$ cat src/verilog/alarm_regs.svh
// Purpose: Constants for the alarm status and aggregation block
// Assumes: One clock, synchronous active-high reset
// Notes:   Counts, field widths and alarm bit positions; types live in alarm_pkg
`ifndef ALARM_REGS_SVH
`define ALARM_REGS_SVH

// ----------------------------------------
// Sizes
// ----------------------------------------
`define NUM_REF 4
`define NUM_LOOP 4
`define NUM_GPIO 9
`define SEL_W 2
`define REF_ALM_W 3
`define LOOP_ALM_W 2
`define STATE_W 3

// ----------------------------------------
// Alarm bit positions
// ----------------------------------------
`define REF_FFO 0
`define REF_LOS 1
`define REF_ACT 2
`define LOOP_HOLD 0
`define LOOP_LOCK 1
`define SYS_LOOP 0

`endif

$ cat src/verilog/alarm_pkg.sv
// Purpose: Types for the alarm status and aggregation block
// Assumes: alarm_regs.svh included for widths
// Notes:   No constants beyond type shapes
`include "alarm_regs.svh"

package alarm_pkg;

  // Raw reference monitor indications
  typedef struct packed {
    logic freq_reject;
    logic freq_accept;
    logic period_over;
    logic act_over;
  } ref_mon_t;

  // Digital loop state machine states
  typedef enum logic [`STATE_W-1:0] {
    ST_FREERUN,
    ST_ACQUIRE,
    ST_LOCKED,
    ST_HOLDOVER,
    ST_OPEN
  } loop_state_t;

  // Individual pin function
  typedef enum logic [1:0] {
    PIN_OFF,
    PIN_LOS,
    PIN_LOL,
    PIN_HOLD
  } pin_mode_t;

  typedef struct packed {
    pin_mode_t mode;
    logic [`SEL_W-1:0] sel;
  } pin_cfg_t;

endpackage

$ cat src/verilog/alarm_status_aggregation.sv
// Purpose: Live/sticky alarm status, block stickies and pin aggregation
// Assumes: Inputs synchronous to clk_i; clear inputs are one-cycle pulses
// Notes:   Loop 0 is the system digital loop; all outputs registered
`include "alarm_regs.svh"
`timescale 1ns/1ps
`default_nettype none

module alarm_status_aggregation
(
  // Clock and reset
  input wire logic clk_i,
  input wire logic rst_i,
  // Alarm sources
  input wire alarm_pkg::ref_mon_t ref_mon_i [`NUM_REF],
  input wire alarm_pkg::loop_state_t loop_state_i [`NUM_LOOP],
  input wire logic apll_locked_i,
  // Control
  input wire logic global_en_set_i,
  input wire logic global_en_clr_i,
  input wire logic [`NUM_REF-1:0][`REF_ALM_W-1:0] ref_alm_en_i,
  input wire logic [`NUM_LOOP-1:0][`LOOP_ALM_W-1:0] loop_alm_en_i,
  input wire logic [`NUM_REF-1:0][`REF_ALM_W-1:0] ref_alert_sel_i,
  input wire logic [`NUM_LOOP-1:0][`LOOP_ALM_W-1:0] loop_alert_sel_i,
  input wire alarm_pkg::pin_cfg_t pin_cfg_i [`NUM_GPIO],
  input wire logic alert_pin_en_i,
  input wire logic [3:0] alert_pin_idx_i,
  // Sticky clear pulses
  input wire logic [`NUM_REF-1:0][`REF_ALM_W-1:0] ref_clr_i,
  input wire logic [`NUM_LOOP-1:0][`LOOP_ALM_W-1:0] loop_clr_i,
  input wire logic [`NUM_REF-1:0] ref_blk_clr_i,
  input wire logic [`NUM_LOOP-1:0] loop_blk_clr_i,
  // Status
  output logic global_en_o,
  output logic [`NUM_REF-1:0][`REF_ALM_W-1:0] ref_live_o,
  output logic [`NUM_REF-1:0][`REF_ALM_W-1:0] ref_sticky_o,
  output logic [`NUM_LOOP-1:0][`LOOP_ALM_W-1:0] loop_live_o,
  output logic [`NUM_LOOP-1:0][`LOOP_ALM_W-1:0] loop_sticky_o,
  output logic [`NUM_REF-1:0] ref_blk_o,
  output logic [`NUM_LOOP-1:0] loop_blk_o,
  output alarm_pkg::loop_state_t loop_state_o [`NUM_LOOP],
  // Pins
  output logic [`NUM_GPIO-1:0] gpio_o,
  output logic [`NUM_GPIO-1:0] gpio_oe_n_o
);

  // ----------------------------------------
  // Helpers
  // ----------------------------------------
  // Set dominates clear so a transition in the clear cycle is kept
  function automatic logic set_wins(input logic q, input logic set, input logic clr);
    set_wins = set | (q & ~clr);
  endfunction

  // ----------------------------------------
  // Global enable
  // ----------------------------------------
  logic global_en_q;
  logic global_en_d;

  assign global_en_d = global_en_set_i | (global_en_q & ~global_en_clr_i);

  // Enable register, off after reset
  always_ff @(posedge clk_i)
  begin
    if (rst_i)
      global_en_q <= 1'b0;
    else
      global_en_q <= global_en_d;
  end

  // ----------------------------------------
  // Reference monitor alarms
  // ----------------------------------------
  logic [`NUM_REF-1:0][`REF_ALM_W-1:0] ref_live_q;
  logic [`NUM_REF-1:0][`REF_ALM_W-1:0] ref_live_d;
  logic [`NUM_REF-1:0][`REF_ALM_W-1:0] ref_stk_q;
  logic [`NUM_REF-1:0][`REF_ALM_W-1:0] ref_stk_d;
  logic [`NUM_REF-1:0][`REF_ALM_W-1:0] ref_evt;
  logic [`NUM_REF-1:0] ref_blk_q;
  logic [`NUM_REF-1:0] ref_blk_d;

  // Live conditions; offset alarm has hysteresis between the two ranges
  for (genvar r = 0; r < `NUM_REF; r++)
  begin : g_ref
    assign ref_live_d[r][`REF_FFO] = ref_mon_i[r].freq_reject |
      (ref_live_q[r][`REF_FFO] & ~ref_mon_i[r].freq_accept);
    assign ref_live_d[r][`REF_LOS] = ref_mon_i[r].period_over;
    assign ref_live_d[r][`REF_ACT] = ref_mon_i[r].act_over;
    for (genvar a = 0; a < `REF_ALM_W; a++)
    begin : g_bit
      // Any change, either direction, counts as an event
      assign ref_evt[r][a] = (ref_live_d[r][a] ^ ref_live_q[r][a]) &
        ref_alm_en_i[r][a] & global_en_q;
      assign ref_stk_d[r][a] = set_wins(ref_stk_q[r][a], ref_evt[r][a],
        ref_clr_i[r][a]);
    end
    // Re-armed by any individual sticky still standing
    assign ref_blk_d[r] = set_wins(ref_blk_q[r], |ref_stk_q[r], ref_blk_clr_i[r]);
  end

  // Reference status registers
  always_ff @(posedge clk_i)
  begin
    if (rst_i)
    begin
      ref_live_q <= '0;
      ref_stk_q <= '0;
      ref_blk_q <= '0;
    end
    else
    begin
      ref_live_q <= ref_live_d;
      ref_stk_q <= ref_stk_d;
      ref_blk_q <= ref_blk_d;
    end
  end

  // ----------------------------------------
  // Digital loop alarms (system loop is index 0)
  // ----------------------------------------
  logic [`NUM_LOOP-1:0][`LOOP_ALM_W-1:0] loop_live_q;
  logic [`NUM_LOOP-1:0][`LOOP_ALM_W-1:0] loop_live_d;
  logic [`NUM_LOOP-1:0][`LOOP_ALM_W-1:0] loop_stk_q;
  logic [`NUM_LOOP-1:0][`LOOP_ALM_W-1:0] loop_stk_d;
  logic [`NUM_LOOP-1:0][`LOOP_ALM_W-1:0] loop_evt;
  logic [`NUM_LOOP-1:0] loop_blk_q;
  logic [`NUM_LOOP-1:0] loop_blk_d;
  alarm_pkg::loop_state_t loop_state_q [`NUM_LOOP];

  // Same alarm set replicated for every loop
  for (genvar l = 0; l < `NUM_LOOP; l++)
  begin : g_loop
    assign loop_live_d[l][`LOOP_HOLD] = (loop_state_i[l] == alarm_pkg::ST_HOLDOVER);
    assign loop_live_d[l][`LOOP_LOCK] = (loop_state_i[l] == alarm_pkg::ST_LOCKED) &
      apll_locked_i;
    for (genvar a = 0; a < `LOOP_ALM_W; a++)
    begin : g_bit
      // State transitions into or out of a state raise the sticky
      assign loop_evt[l][a] = (loop_live_d[l][a] ^ loop_live_q[l][a]) &
        loop_alm_en_i[l][a] & global_en_q;
      assign loop_stk_d[l][a] = set_wins(loop_stk_q[l][a], loop_evt[l][a],
        loop_clr_i[l][a]);
    end
    assign loop_blk_d[l] = set_wins(loop_blk_q[l], |loop_stk_q[l], loop_blk_clr_i[l]);
  end

  // Loop status registers
  always_ff @(posedge clk_i)
  begin
    if (rst_i)
    begin
      loop_live_q <= '0;
      loop_stk_q <= '0;
      loop_blk_q <= '0;
      loop_state_q <= '{default: alarm_pkg::ST_FREERUN};
    end
    else
    begin
      loop_live_q <= loop_live_d;
      loop_stk_q <= loop_stk_d;
      loop_blk_q <= loop_blk_d;
      loop_state_q <= loop_state_i;
    end
  end

  // ----------------------------------------
  // Alert aggregation
  // ----------------------------------------
  logic [`NUM_REF-1:0] ref_alert_hit;
  logic [`NUM_LOOP-1:0] loop_alert_hit;
  logic alert_any;

  // Only sticky state feeds the alert, so its cause stays readable
  for (genvar r = 0; r < `NUM_REF; r++)
  begin : g_ref_alert
    assign ref_alert_hit[r] = |(ref_stk_q[r] & ref_alert_sel_i[r]) |
      (ref_blk_q[r] & |ref_alert_sel_i[r]);
  end
  for (genvar l = 0; l < `NUM_LOOP; l++)
  begin : g_loop_alert
    assign loop_alert_hit[l] = |(loop_stk_q[l] & loop_alert_sel_i[l]) |
      (loop_blk_q[l] & |loop_alert_sel_i[l]);
  end
  assign alert_any = |ref_alert_hit | |loop_alert_hit;

  // ----------------------------------------
  // Pin selection
  // ----------------------------------------
  logic [`NUM_GPIO-1:0] pin_d;
  logic [`NUM_GPIO-1:0] pin_oe_n_d;
  logic [`NUM_GPIO-1:0] pin_is_alert;

  // Alert designation overrides the pin's individual mode
  for (genvar g = 0; g < `NUM_GPIO; g++)
  begin : g_pin
    alarm_pkg::pin_cfg_t cfg;
    logic ind;
    assign cfg = pin_cfg_i[g];
    assign pin_is_alert[g] = alert_pin_en_i & (alert_pin_idx_i == 4'(g));
    always_comb
    begin
      unique case (cfg.mode)
        alarm_pkg::PIN_OFF: ind = 1'b0;
        alarm_pkg::PIN_LOS: ind = ref_live_q[cfg.sel][`REF_LOS] &
          ref_alm_en_i[cfg.sel][`REF_LOS];
        alarm_pkg::PIN_LOL: ind = loop_stk_q[cfg.sel][`LOOP_LOCK] |
          loop_blk_q[cfg.sel];
        alarm_pkg::PIN_HOLD: ind = loop_stk_q[cfg.sel][`LOOP_HOLD] |
          loop_blk_q[cfg.sel];
      endcase
    end
    assign pin_d[g] = pin_is_alert[g] ? alert_any : ind;
    // Undriven pins stay off the line
    assign pin_oe_n_d[g] = ~(pin_is_alert[g] | (cfg.mode != alarm_pkg::PIN_OFF));
  end

  // Pin registers, idle and released after reset
  always_ff @(posedge clk_i)
  begin
    if (rst_i)
    begin
      gpio_o <= '0;
      gpio_oe_n_o <= '1;
    end
    else
    begin
      gpio_o <= pin_d;
      gpio_oe_n_o <= pin_oe_n_d;
    end
  end

  // ----------------------------------------
  // Status outputs
  // ----------------------------------------
  assign global_en_o = global_en_q;
  assign ref_live_o = ref_live_q;
  assign ref_sticky_o = ref_stk_q;
  assign loop_live_o = loop_live_q;
  assign loop_sticky_o = loop_stk_q;
  assign ref_blk_o = ref_blk_q;
  assign loop_blk_o = loop_blk_q;
  assign loop_state_o = loop_state_q;

  // ----------------------------------------
  // Checks
  // ----------------------------------------
  property p_stk_on_change;
    @(posedge clk_i) disable iff (rst_i)
    (global_en_q & ref_alm_en_i[0][`REF_LOS] & (ref_mon_i[0].period_over != ref_live_q[0][`REF_LOS]))
      |=> ref_stk_q[0][`REF_LOS];
  endproperty
  a_stk_on_change: assert property (p_stk_on_change) else $error("sticky missed change");

  property p_set_wins;
    @(posedge clk_i) disable iff (rst_i)
    (ref_evt[1][`REF_ACT] & ref_clr_i[1][`REF_ACT]) |=> ref_stk_q[1][`REF_ACT];
  endproperty
  a_set_wins: assert property (p_set_wins) else $error("clear beat set");

  property p_stk_holds;
    @(posedge clk_i) disable iff (rst_i)
    (loop_stk_q[0][`LOOP_LOCK] & ~loop_clr_i[0][`LOOP_LOCK]) |=> loop_stk_q[0][`LOOP_LOCK];
  endproperty
  a_stk_holds: assert property (p_stk_holds) else $error("sticky dropped");

  property p_clear;
    @(posedge clk_i) disable iff (rst_i)
    (loop_clr_i[1][`LOOP_HOLD] & ~loop_evt[1][`LOOP_HOLD]) |=> ~loop_stk_q[1][`LOOP_HOLD];
  endproperty
  a_clear: assert property (p_clear) else $error("sticky not cleared");

  property p_lock_live;
    @(posedge clk_i) disable iff (rst_i)
    (loop_state_i[0] == alarm_pkg::ST_LOCKED && !apll_locked_i) |=> !loop_live_q[0][`LOOP_LOCK];
  endproperty
  a_lock_live: assert property (p_lock_live) else $error("lock live without analog lock");

  property p_hold_live;
    @(posedge clk_i) disable iff (rst_i)
    (loop_state_i[2] == alarm_pkg::ST_HOLDOVER) |=> loop_live_q[2][`LOOP_HOLD];
  endproperty
  a_hold_live: assert property (p_hold_live) else $error("holdover live missing");

  property p_no_evt_disabled;
    @(posedge clk_i) disable iff (rst_i)
    (!global_en_q && !ref_stk_q[2][`REF_FFO]) |=> !ref_stk_q[2][`REF_FFO] || $past(ref_clr_i[2][`REF_FFO]) == 1'b0 && $past(global_en_q);
  endproperty
  a_no_evt_disabled: assert property (p_no_evt_disabled) else $error("sticky set while disabled");

  property p_blk_follows;
    @(posedge clk_i) disable iff (rst_i)
    (|ref_stk_q[3]) |=> ref_blk_q[3];
  endproperty
  a_blk_follows: assert property (p_blk_follows) else $error("block sticky not set");

  property p_alert_pin;
    @(posedge clk_i) disable iff (rst_i)
    (alert_pin_en_i && alert_pin_idx_i == 4'h8) |=> gpio_o[8] == $past(alert_any) && !gpio_oe_n_o[8];
  endproperty
  a_alert_pin: assert property (p_alert_pin) else $error("alert pin mismatch");

  property p_alert_sticky;
    @(posedge clk_i) disable iff (rst_i)
    (ref_stk_q[0][`REF_LOS] & ref_alert_sel_i[0][`REF_LOS]) |-> alert_any;
  endproperty
  a_alert_sticky: assert property (p_alert_sticky) else $error("alert ignores sticky");

  // No sticky and no block sticky means the alert must be quiet
  property p_alert_none;
    @(posedge clk_i) disable iff (rst_i)
    (ref_stk_q == '0 && ref_blk_q == '0 && loop_stk_q == '0 && loop_blk_q == '0) |-> !alert_any;
  endproperty
  a_alert_none: assert property (p_alert_none) else $error("alert without sticky");

  // Checked through reset itself, so no disable here
  property p_reset_clear;
    @(posedge clk_i)
    rst_i |=> (ref_stk_q == '0) && (loop_stk_q == '0) && !global_en_q;
  endproperty
  a_reset_clear: assert property (p_reset_clear) else $error("reset left state");

  property p_glob_set;
    @(posedge clk_i) disable iff (rst_i)
    global_en_set_i |=> global_en_q;
  endproperty
  a_glob_set: assert property (p_glob_set) else $error("global enable not set");

  property p_glob_clr;
    @(posedge clk_i) disable iff (rst_i)
    (global_en_clr_i && !global_en_set_i) |=> !global_en_q;
  endproperty
  a_glob_clr: assert property (p_glob_clr) else $error("global enable not cleared");

  property p_ref_en_gate;
    @(posedge clk_i) disable iff (rst_i)
    (!ref_alm_en_i[1][`REF_LOS] && !ref_stk_q[1][`REF_LOS]) |=> !ref_stk_q[1][`REF_LOS];
  endproperty
  a_ref_en_gate: assert property (p_ref_en_gate) else $error("masked alarm set sticky");

  property p_blk_clear;
    @(posedge clk_i) disable iff (rst_i)
    (loop_blk_clr_i[1] && !(|loop_stk_q[1])) |=> !loop_blk_q[1];
  endproperty
  a_blk_clear: assert property (p_blk_clear) else $error("block sticky not cleared");

  property p_los_pin;
    @(posedge clk_i) disable iff (rst_i)
    (pin_cfg_i[0].mode == alarm_pkg::PIN_LOS && pin_cfg_i[0].sel == 2'h0 &&
      ref_alm_en_i[0][`REF_LOS] && !pin_is_alert[0]) |=> gpio_o[0] == $past(ref_live_q[0][`REF_LOS]);
  endproperty
  a_los_pin: assert property (p_los_pin) else $error("loss pin not following live");

endmodule

`default_nettype wire

$ cat config.mk
export PLATFORM = sky130hd
export DESIGN_NAME = alarm_status_aggregation
export DESIGN_NICKNAME = d
export VERILOG_FILES = /design/src/verilog/alarm_pkg.sv /design/src/verilog/alarm_status_aggregation.sv
export VERILOG_INCLUDE_DIRS = /design/src /design/src/verilog
export SDC_FILE = /design/constraint.sdc
export NUM_CORES = 1
export LEC_CHECK = 0
export BUFFER_PORTS_ARGS = -buffer_cell sky130_fd_sc_hd__buf_2
export CAP_MARGIN = 20
export CORE_ASPECT_RATIO = 0.5
export CORE_UTILIZATION = 40
export DETAILED_ROUTE_END_ITERATION = 10
export PLACE_DENSITY = 0.72
export SETUP_SLACK_MARGIN = 0.2
export SYNTH_ARGS = -nofsm -noshare
export SYNTH_HDL_FRONTEND = slang
export SYNTH_SLANG_ARGS = --single-unit
$ cat constraint.sdc
create_clock -name clk_i -period 5 [get_ports clk_i]
set_input_delay 0.75 -clock clk_i [delete_from_list [all_inputs] [get_ports clk_i]]
set_output_delay 0.75 -clock clk_i [all_outputs]
set_load 0.02 [all_outputs]
### Yosys cells after proc, flatten, opt, wreduce, memory -nomap -nowiden

Index checks and enable logic that the tools add are counted.

* register bits after elaboration: 79
* output and inout bits: 79
* logic and storage cells: 454

* order comparisons: 9
* eq/ne operators: 43
* mux-type cells: 90
* bitwise gates (word level): 242
* reduce and logical (&&, ||, !) cells: 45

Operator list (number)
* binary-select mux 3 bit (select 2 bit): 18
* bitwise AND 1 bit: 103
* bitwise OR 1 bit: 69
* two-way mux 2 bit: 27
* inverter 1 bit: 42
* binary-select mux 2 bit (select 2 bit): 9
* equality test 2 bit, second input constant: 18
* one-hot mux 1 bit (4 select lines): 9
* OR reduction 3 bit: 12
* < comparator 2 x 3 -> 1 bit, second input constant: 9
* equality test 3 x 2 -> 1 bit, second input constant: 8
* OR reduction 2 bit: 12
* bitwise XOR 1 bit: 20
* binary-select mux 1 bit (select 2 bit): 9
* equality test 2 x 1 -> 1 bit, second input constant: 9
* logical NOT 2 bit: 9
* two-way mux 1 bit: 18
* nonzero test 2 bit: 9
* equality test 4 x 3 -> 1 bit, second input constant: 4
* bitwise AND 3 bit: 4
* bitwise AND 2 bit: 4
* equality test 4 x 2 -> 1 bit, second input constant: 2
* OR reduction 4 bit: 2
* equality test 4 x 1 -> 1 bit, second input constant: 1
* other kinds (2): 2

### Logic depth before layout (Yosys ltp)

Gate-level depths: netlist of run 1.

* depth after elaboration: 7
* depth in mapped cells: 6
* depth with buffers taken out: 5

### Least setup slack after synthesis of run 1

OpenSTA, ideal clock, no wires.

* path type: input-to-reg
* start point: input port pin_cfg_i[1] (netlist name)
* end point: register gpio_o[8]
* library setup time: 0.151 ns
* arrival: 1.916 ns
* path slack: 2.933 ns
* stages on the path: 5
* path buffers: 1
* path through: clkbuf_1 > mux4_2 > mux2_2 > o41ai_1 > a211oi_1

* longest elaborated chain between the ends: 5

RTL lines
* start: declaration: RTL line alarm_status_aggregation.sv:24 `` input wire alarm_pkg::pin_cfg_t pin_cfg_i [`NUM_GPIO], ``
* binary-select mux 2 bit (select 2 bit) (tied with other cells): RTL line alarm_status_aggregation.sv:206, alarm_status_aggregation.sv:208
* two-way mux 2 bit (not written as such) (tied with other cells): RTL line alarm_status_aggregation.sv:208 `` alarm_pkg::PIN_HOLD: ind = loop_stk_q[cfg.sel][`LOOP_HOLD] | ``
* bitwise OR 1 bit (tied with other cells): RTL line alarm_status_aggregation.sv:208
* one-hot mux 1 bit (4 select lines) *: RTL line alarm_status_aggregation.sv:202 `unique case (cfg.mode)`
* two-way mux 1 bit *: RTL line alarm_status_aggregation.sv:212 `assign pin_d[g] = pin_is_alert[g] ? alert_any : ind;`
* end signal: assignment: RTL line alarm_status_aggregation.sv:227 `gpio_o <= pin_d;`
* end: declaration: RTL line alarm_status_aggregation.sv:42 `` output logic [`NUM_GPIO-1:0] gpio_o, ``

Every way passes the cells marked *; elsewhere a longest branch is shown, timed or not. The select of a mux whose other input is x is not followed.
A chain may end at the register's enable or synchronous reset.

### Final worst setup path of run 1

* start point: register global_en_q (netlist: global_en_o)
* end point: output port global_en_o

RTL lines
* start: declaration: RTL line alarm_status_aggregation.sv:57 `logic global_en_q;`
* start signal: assignment: RTL line alarm_status_aggregation.sv:68 `global_en_q <= global_en_d;`
* end: declaration: RTL line alarm_status_aggregation.sv:33 `output logic global_en_o,`

No word-level cell between the ends.

==> results of run 1 <==
==> power groups by stage <==
| stage | registers, mW | clock network, mW | logic [mW] |
|---|---|---|---|
| finish | 0.686 | 0.613 | 0.276 |
| global route | 0.689 | 0.651 | 0.299 |
| CTS | 0.686 | 0.623 | 0.274 |
| detailed placement | 0.699 | 0 | 0.273 |
| global placement | 0.700 | 0 | 0.269 |
| floorplan | 0.723 | 0 | 0.117 |
==> worst min-delay path, cell delays in order, from the launching register on <==
cell and delay [ps]:
dfxtp_1 320, nand2b_1 70, a21oi_1 50
==> metrics by stage <==
stage	utilization [%]	std cells	power [mW]
6_report	54.8	808	1.58
5_1_grt	54.8	808	1.64
4_1_cts	54.8	808	1.58
3_5_place_dp	52.1	792	0.972
3_3_place_gp	52.1	792	0.969
2_1_floorplan	-	463	0.840
==> metal layers <==
| metal | part of all wire, % | wire, um | up-vias | global-route usage, % |
|---|---|---|---|---|
| met5 | 0 | 0 | - | 0 |
| met4 | 1.5 | 220 | 0 | 7.45 |
| met3 | 6.4 | 927 | 31 | 6.12 |
| met2 | 47 | 6830 | 196 | 42.9 |
| met1 | 45 | 6510 | 2204 | 33.2 |
| li1 | - | - | 2153 | - |
==> logic make-up after synthesis <==
logic type | count (synthesis) | synth area share (%)
mux | 28 | 9.36
xor+xnor | 16 | 3.31
compound gates | 130 | 23.8
simple gates | 141 | 18.8
flops | 79 | 37.3
buf+inv | 69 | 7.41
==> state kept, by name, indices dropped and copies added, names as in the netlist <==
signal,count
loop_state_o,12
gpio_o,9
loop_sticky_o,8
ref_sticky_o,12
loop_blk_o,4
ref_blk_o,4
global_en_o,1
loop_live_o,8
gpio_oe_n_o,9
ref_live_o,12
==> synthesized netlist by cell type <==
cell       number
dfxtp_1        79
inv_1          37
nor2b_1        32
nor2_1         30
nand3_1        21
a32oi_1        20
a2111oi_0      17
nor3_1         17
mux2i_1        16
clkbuf_1       15
o21ai_0        14
a21oi_1        13
o31ai_1        13
xor2_1         12
nand2b_1       10
mux4_2          9
o211a_1         9
o211ai_1        9
buf_2           8
nand2_1         8
a2111oi_1       6
a311oi_1        6
a31oi_1         6
buf_6           6
nor4b_1         5
a211oi_1        4
a221oi_1        4
a22o_1          4
and3b_1         4
nand3b_1        4
nor4bb_1        4
xnor2_1         4
buf_1           3
mux2_2          3
nor4_1          3
o41ai_1         3
a22oi_1         2
nand4_1         2
nor4_4          1
==> cell type report <==
| class | instances | area, um2 |
|---|---|---|
| fill | 984 | 4630 |
| multi-input combinational | 315 | 2340 |
| sequential | 79 | 1580 |
| timing repair buffer | 221 | 1110 |
| clock buffer | 11 | 233 |
| tap | 140 | 175 |
| inverter | 37 | 139 |
| clock inverter | 5 | 42.5 |
==> worst max path at each step <==
stage | startpoint | end | slack (ps) | depth (start not counted)
finish | global_en_o | global_en_o | 2680 | 1
global route | global_en_o | global_en_o | 2630 | 1
CTS | global_en_o | global_en_o | 2670 | 1
detailed placement | ref_alert_sel_i[2] | gpio_o[6] | 2440 | 6
global placement | ref_alert_sel_i[2] | gpio_o[3] | 2460 | 6
floorplan | pin_cfg_i[1] | gpio_o[8] | 2930 | 5
==> impl_table.tex, run 1 <==
\begin{tabular}{lr}
\hline
Metric & Value \\
\hline
\multicolumn{2}{l}{\textbf{Clock tree}} \\
\quad Clock tree root buffer cell & clkbuf\_16 \\
\quad CTS sink count & 79 \\
\quad Cts repair resizes & 0 \\
\quad Clock-pin slew reported for the worst setup and hold paths after clock tree synthesis & 60 ps \\
\quad Clock buffer depth & 2 \\
\quad Clock insertion delay at the later pin of the skew report & 330 ps \\
\quad CTS H-Tree Depth & 3 \\
\quad Count of buffers added by post-CTS timing repair for setup & 0 \\
\quad CTS Hold Buffers Added & 0 \\
\quad Clock tree from TritonCTS & yes \\
\quad CTS Buf Count & 9 \\
\multicolumn{2}{l}{\textbf{Hold path}} \\
\quad Hold path start & ref\_blk\_o[2] \\
\quad Sink of the worst hold path & ref\_blk\_o[2] \\
\quad Hold Crit Class & register to register \\
\quad Hold-critical path depth & 2 \\
\multicolumn{2}{l}{\textbf{Yosys}} \\
\quad Syn Std Cell Area & 4240 um2 \\
\quad Net Count, Synth & 605 \\
\quad Sequential fraction of the synthesis area & 37.3\% \\
\quad Synth Area per Inst & 9.15 um2 \\
\quad Leading post-synthesis cells by cell area & dfxtp\_1 37\%, mux4\_2 4.8\%, nor2b\_1 4.7\% \\
\quad Count of synthesis-stage warnings from yosys & 0 \\
\quad Post-Synthesis Cells & 463 \\
\quad Dominant cell type by area after synthesis & dfxtp\_1 \\
\quad Yosys top cell area share & 37.3\% \\
\quad Synth unique cells & 39 \\
\quad Flip-flop and latch count after synthesis & 79 \\
\multicolumn{2}{l}{\textbf{Worst setup path}} \\
\quad Sort of element at the start of the critical path & register \\
\quad Classification of the worst setup path & register to output port \\
\quad Critical Path Slowest Stage Cell & dfxtp\_1 \\
\quad CP required & 4250 ps \\
\quad Critical Path Fanout Max & 22 \\
\quad Worst setup slack for register-to-register paths & 2710 ps \\
\quad Reg-to-reg critical path startpoint & loop\_sticky\_o[6] \\
\quad Data arrival time of the worst path & 1570 ps \\
\quad Worst path max stage delay & 930 ps \\
\quad Destination of the worst register-to-register timing path & gpio\_o[6] \\
\quad Buffering stage count on the worst path with inverters included & 1 \\
\quad Worst R2R Path Depth & 5 \\
\quad Cell family contributing the most delay on the critical path & flip-flops \\
\quad CP endpoint kind & output port \\
\quad Cell Chain, Critical Path & buf\_2 \\
\multicolumn{2}{l}{\textbf{Power and ir drop}} \\
\quad Switching part of the total & 29.1\% \\
\quad Power Density & 280 nW/um2 \\
\quad Register share of total power & 43.5\% \\
\quad Peak VDD IR & 0.152 mV \\
\quad Internal Pwr Total & 1.12 mW \\
\quad Switching Power & 0.458 mW \\
\quad Logic gate share of total power & 17.5\% \\
\quad Pleak & 2.69 nW \\
\quad Relative contribution of the clock network to total power & 38.9\% \\
\multicolumn{2}{l}{\textbf{Layout}} \\
\quad Cell area after layout & 5620 um2 \\
\quad Area overhead of the layout relative to synthesis & 32.7\% \\
\quad Commonest cells after routing, fill and taps aside & 220 x buf\_2, 79 x dfxtp\_1, 37 x inv\_1, 32 x nor2b\_1, 30 x nor2\_1 \\
\quad Most common cell after layout, fill and taps aside & buf\_2 \\
\quad Share of layout cells above drive strength 1 & 37.1\% \\
\quad Ant diodes & 0 \\
\quad Total Nets Final & 805 \\
\multicolumn{2}{l}{\textbf{Floorplan}} \\
\quad Effective utilization at floorplan & 41.3\% \\
\quad Num ports & 221 \\
\quad Die span in x & 148 um \\
\quad Row cnt & 26 \\
\quad Floorplan die area & 11,000 um2 \\
\quad Placeable core area & 10,200 um2 \\
\quad Die Ht & 74.8 um \\
\multicolumn{2}{l}{\textbf{STA}} \\
\quad Worst setup skew after layout & 8.07 ps \\
\quad RSZ-0062 raised after global routing & false \\
\quad Least-Margin Pin Slew & 927 ps \\
\quad Final worst slack & 2680 ps \\
\quad Worst relative slew slack & 38.1\% \\
\quad Fin. max-slew vios & 0 \\
\quad Crit path time final & 2320 ps \\
\quad Worst hold-check slack & 492 ps \\
\quad Maximum clock frequency & 0.431 GHz \\
\quad Sum Neg Setup Slack & 0 ps \\
\quad Count of final hold-check violations & 0 \\
\quad Final setup violation count & 0 \\
\quad Period Utilization, post-route & 46.4\% \\
\multicolumn{2}{l}{\textbf{GRT}} \\
\quad Largest net degree at the start of global routing & 61 \\
\quad Wire length of the first global-routing pass & 21,600 um \\
\quad Overflow left after global routing & 0 \\
\quad Antenna violations before repair & 0 \\
\quad Via count of the first global-routing pass & 4,048 \\
\quad GR Util All Layers & 25.5\% \\
\multicolumn{2}{l}{\textbf{Route}} \\
\quad DRC violation total after the first TritonRoute iteration & 338 \\
\quad Final wirelength & 14,500 um \\
\quad Routed length per placed instance & 17.9 um \\
\quad Router iterations before antenna repair & 5 \\
\quad DRC errors left & 0 \\
\quad Overall via count from detail\_route & 4,584 \\
\quad Count of nets left with antenna violations after detail routing & 0 \\
\quad Vias per Instance & 5.67 \\
\multicolumn{2}{l}{\textbf{Placement}} \\
\quad Worst setup slack before clock tree synthesis & 2440 ps \\
\quad Dpl hpwl & 10,300 um \\
\quad I/O Buffers & 220 \\
\quad Placement Cell Area & 5340 um2 \\
\quad Last weighted congestion value of the routability-driven placer & 0.938 \\
\multicolumn{2}{l}{\textbf{Flow run}} \\
\quad Maximum capacitance violations & 0 \\
\multicolumn{2}{l}{\textbf{Run status}} \\
\quad Result of the run & finished clean \\
\hline
\end{tabular}
Power figures use the tool's default switching activity.
==> run 2: changes to the inputs <==
Settings changed: PLACE_DENSITY 0.72 to 0.75.
Clock period 5 ns to 1.9 ns, I/O delays scaled along.
==> run 2 against run 1 <==
Cell count grew 4.6%. Largest power group unchanged. Flip-flop and latch count is the same. Critical path type is now register to register. Combinational power grew to 3.1 times the previous value. Clock-buffer cell count is the same. Critical path depth grew 3. Die area is the same.
==> impl_table.tex, run 2 (synthesis gave the netlist of run 1 again) <==
\begin{tabular}{lr}
\hline
Metric & Value \\
\hline
\multicolumn{2}{l}{\textbf{Worst setup path}} \\
\quad CP required & 2120 ps \\
\quad CP endpoint kind & register \\
\quad Critical Path Slowest Stage Cell & mux4\_2 \\
\quad Critical Path Fanout Max & 13 \\
\quad Cell Chain, Critical Path & mux4\_2, mux2\_2, o41ai\_2, a211oi\_1 \\
\quad Worst path max stage delay & 470 ps \\
\quad Classification of the worst setup path & register to register \\
\quad Data arrival time of the worst path & 1890 ps \\
\quad Sort of element at the start of the critical path & register \\
\multicolumn{2}{l}{\textbf{Layout}} \\
\quad Commonest cells after routing, fill and taps aside & 220 x buf\_2, 67 x dfxtp\_1, 37 x inv\_1, 33 x buf\_4, 31 x nor2b\_1 \\
\quad Total Nets Final & 842 \\
\quad Cell area after layout & 6160 um2 \\
\quad Ant diodes & 0 \\
\quad Footprint of the multi-input gates & 2540 um2 \\
\quad Area overhead of the layout relative to synthesis & 45.4\% \\
\quad FF+latch area & 1620 um2 \\
\quad Most common cell after layout, fill and taps aside & buf\_2 \\
\quad Number of standard cells in the layout, taps in and fillers out & 845 \\
\quad Share of layout cells above drive strength 1 & 46.8\% \\
\quad Number of fill cells & 921 \\
\multicolumn{2}{l}{\textbf{STA}} \\
\quad Least-Margin Pin Slew & 637 ps \\
\quad Final setup violation count & 0 \\
\quad Sum Neg Setup Slack & 0 ps \\
\quad Worst setup skew after layout & 6.86 ps \\
\quad Worst hold-check slack & 143 ps \\
\quad Maximum clock frequency & 0.599 GHz \\
\quad Crit path time final & 1670 ps \\
\quad Worst relative slew slack & 57.2\% \\
\quad Final worst slack & 230 ps \\
\quad Fin. max-slew vios & 0 \\
\quad Count of final hold-check violations & 0 \\
\quad Period Utilization, post-route & 87.9\% \\
\quad RSZ-0062 raised after global routing & true \\
\multicolumn{2}{l}{\textbf{Floorplan}} \\
\quad Placeable core area & 10,200 um2 \\
\quad Effective utilization at floorplan & 41.3\% \\
\quad Die span in x & 148 um \\
\quad Die Ht & 74.8 um \\
\quad Floorplan die area & 11,000 um2 \\
\quad Row cnt & 26 \\
\quad Num ports & 221 \\
\multicolumn{2}{l}{\textbf{GRT}} \\
\quad Overflow left after global routing & 0 \\
\quad GR Util All Layers & 27.2\% \\
\quad Wire length of the first global-routing pass & 22,800 um \\
\quad Antenna violations before repair & 0 \\
\quad Via count of the first global-routing pass & 4,441 \\
\quad Largest net degree at the start of global routing & 60 \\
\multicolumn{2}{l}{\textbf{Route}} \\
\quad Router iterations before antenna repair & 5 \\
\quad Overall via count from detail\_route & 4,875 \\
\quad Vias per Instance & 5.77 \\
\quad Final wirelength & 16,000 um \\
\quad DRC errors left & 0 \\
\quad Routed length per placed instance & 19.0 um \\
\quad Count of nets left with antenna violations after detail routing & 0 \\
\quad DRC violation total after the first TritonRoute iteration & 423 \\
\multicolumn{2}{l}{\textbf{Power and ir drop}} \\
\quad Logic gate share of total power & 19.9\% \\
\quad Pleak & 2.96 nW \\
\quad Internal Pwr Total & 2.99 mW \\
\quad Register share of total power & 41.9\% \\
\quad Relative contribution of the clock network to total power & 38.2\% \\
\quad Peak VDD IR & 0.475 mV \\
\quad Switching part of the total & 29.8\% \\
\quad Switching Power & 1.27 mW \\
\quad Power Density & 693 nW/um2 \\
\multicolumn{2}{l}{\textbf{Clock tree}} \\
\quad Clock insertion delay at the later pin of the skew report & 340 ps \\
\quad CTS sink count & 79 \\
\quad CTS Hold Buffers Added & 0 \\
\quad Clock tree root buffer cell & clkbuf\_16 \\
\quad CTS Buf Count & 9 \\
\quad Clock buffer depth & 2 \\
\quad Clock tree from TritonCTS & yes \\
\quad CTS H-Tree Depth & 3 \\
\quad Clock-pin slew reported for the worst setup and hold paths after clock tree synthesis & 60 ps \\
\multicolumn{2}{l}{\textbf{Placement}} \\
\quad Dpl hpwl & 11,000 um \\
\quad Inst Count DP & 813 \\
\quad I/O Buffers & 220 \\
\quad Placement Cell Area & 5520 um2 \\
\quad Last weighted congestion value of the routability-driven placer & 0.878 \\
\quad Worst setup slack before clock tree synthesis & 85.5 ps \\
\multicolumn{2}{l}{\textbf{Hold path}} \\
\quad Hold Crit Class & input port to register \\
\multicolumn{2}{l}{\textbf{Flow run}} \\
\quad Maximum capacitance violations & 0 \\
\multicolumn{2}{l}{\textbf{Run status}} \\
\quad Result of the run & finished clean \\
\hline
\end{tabular}
[run 2: cell types whose count changed in the layout (fill, tap and decap cells not counted), moves of 4 or more]
cell,previous run,this run
a2111oi_0,17,1
a2111oi_1,6,1
a2111oi_2,0,21
dfxtp_1,79,67
buf_4,1,33
dfxtp_2,0,4
dfxtp_4,0,8
[run 2: final cells by class]
| cell class | instances | share of cell area, % |
|---|---|---|
| Inverter | 37 | 2.26 |
| Sequential cell | 79 | 26.3 |
| Tap cell | 140 | 2.84 |
| Timing Repair Buffer | 258 | 22.9 |
| Multi-Input combinational cell | 315 | 41.3 |
| Clock buffer | 11 | 3.78 |
| Clock inverter | 5 | 0.691 |
[run 2: final timing paths]
| check | from | endpoint | slack (ps) | cells after the start |
|---|---|---|---|---|
| worst max-delay path | loop_sticky_o[2] | gpio_o[4] | 230 | 4 |
| worst max register to register | loop_sticky_o[2] | gpio_o[4] | 230 | 4 |
| worst min-delay path | global_en_set_i | global_en_o | 140 | 3 |
| worst min register to register | ref_blk_o[2] | ref_blk_o[2] | 520 | 2 |
[run 2: timing repair]
action / 4_1_cts / 5_1_grt
cloned: 0 / 0
setup endpoints to repair: 9 / 9
pin swaps: 3 / 19
setup buffers: 5 / 11
gates resized for setup: 20 / 50
[run 2: critical path, delay by kind of cell, from the launching register on]
| family | cells | cell delay, ps |
|---|---|---|
| AOI/OAI and AO/OA | 2 | 370 |
| DFF | 1 | 420 |
| muxes | 2 | 750 |
[run 2: through the flow]
stage	power [mW]	utilization, %
global placement	2.59	53.9
finish	4.27	60.1
CTS	4.24	57.5
global route	4.44	60.1
floorplan	2.21	-
detailed placement	2.60	53.9
[run 2: metal layers]
layer	global-route usage [%]	routed length [um]	up-vias
li1	-	-	2233
met1	33.7	6520	2317
met2	46.9	7700	274
met3	6.55	1430	51
met4	11.0	390	0
met5	0	0	-
[run 2: power by group through the flow]
stage          combinational [mW]  clock [mW]  sequential, mW
6_report                    0.851        1.63            1.79
5_1_grt                     0.913        1.73            1.80
4_1_cts                     0.781        1.67            1.79
3_5_place_dp                0.768           0            1.83
3_3_place_gp                0.756           0            1.83
2_1_floorplan               0.307           0            1.90
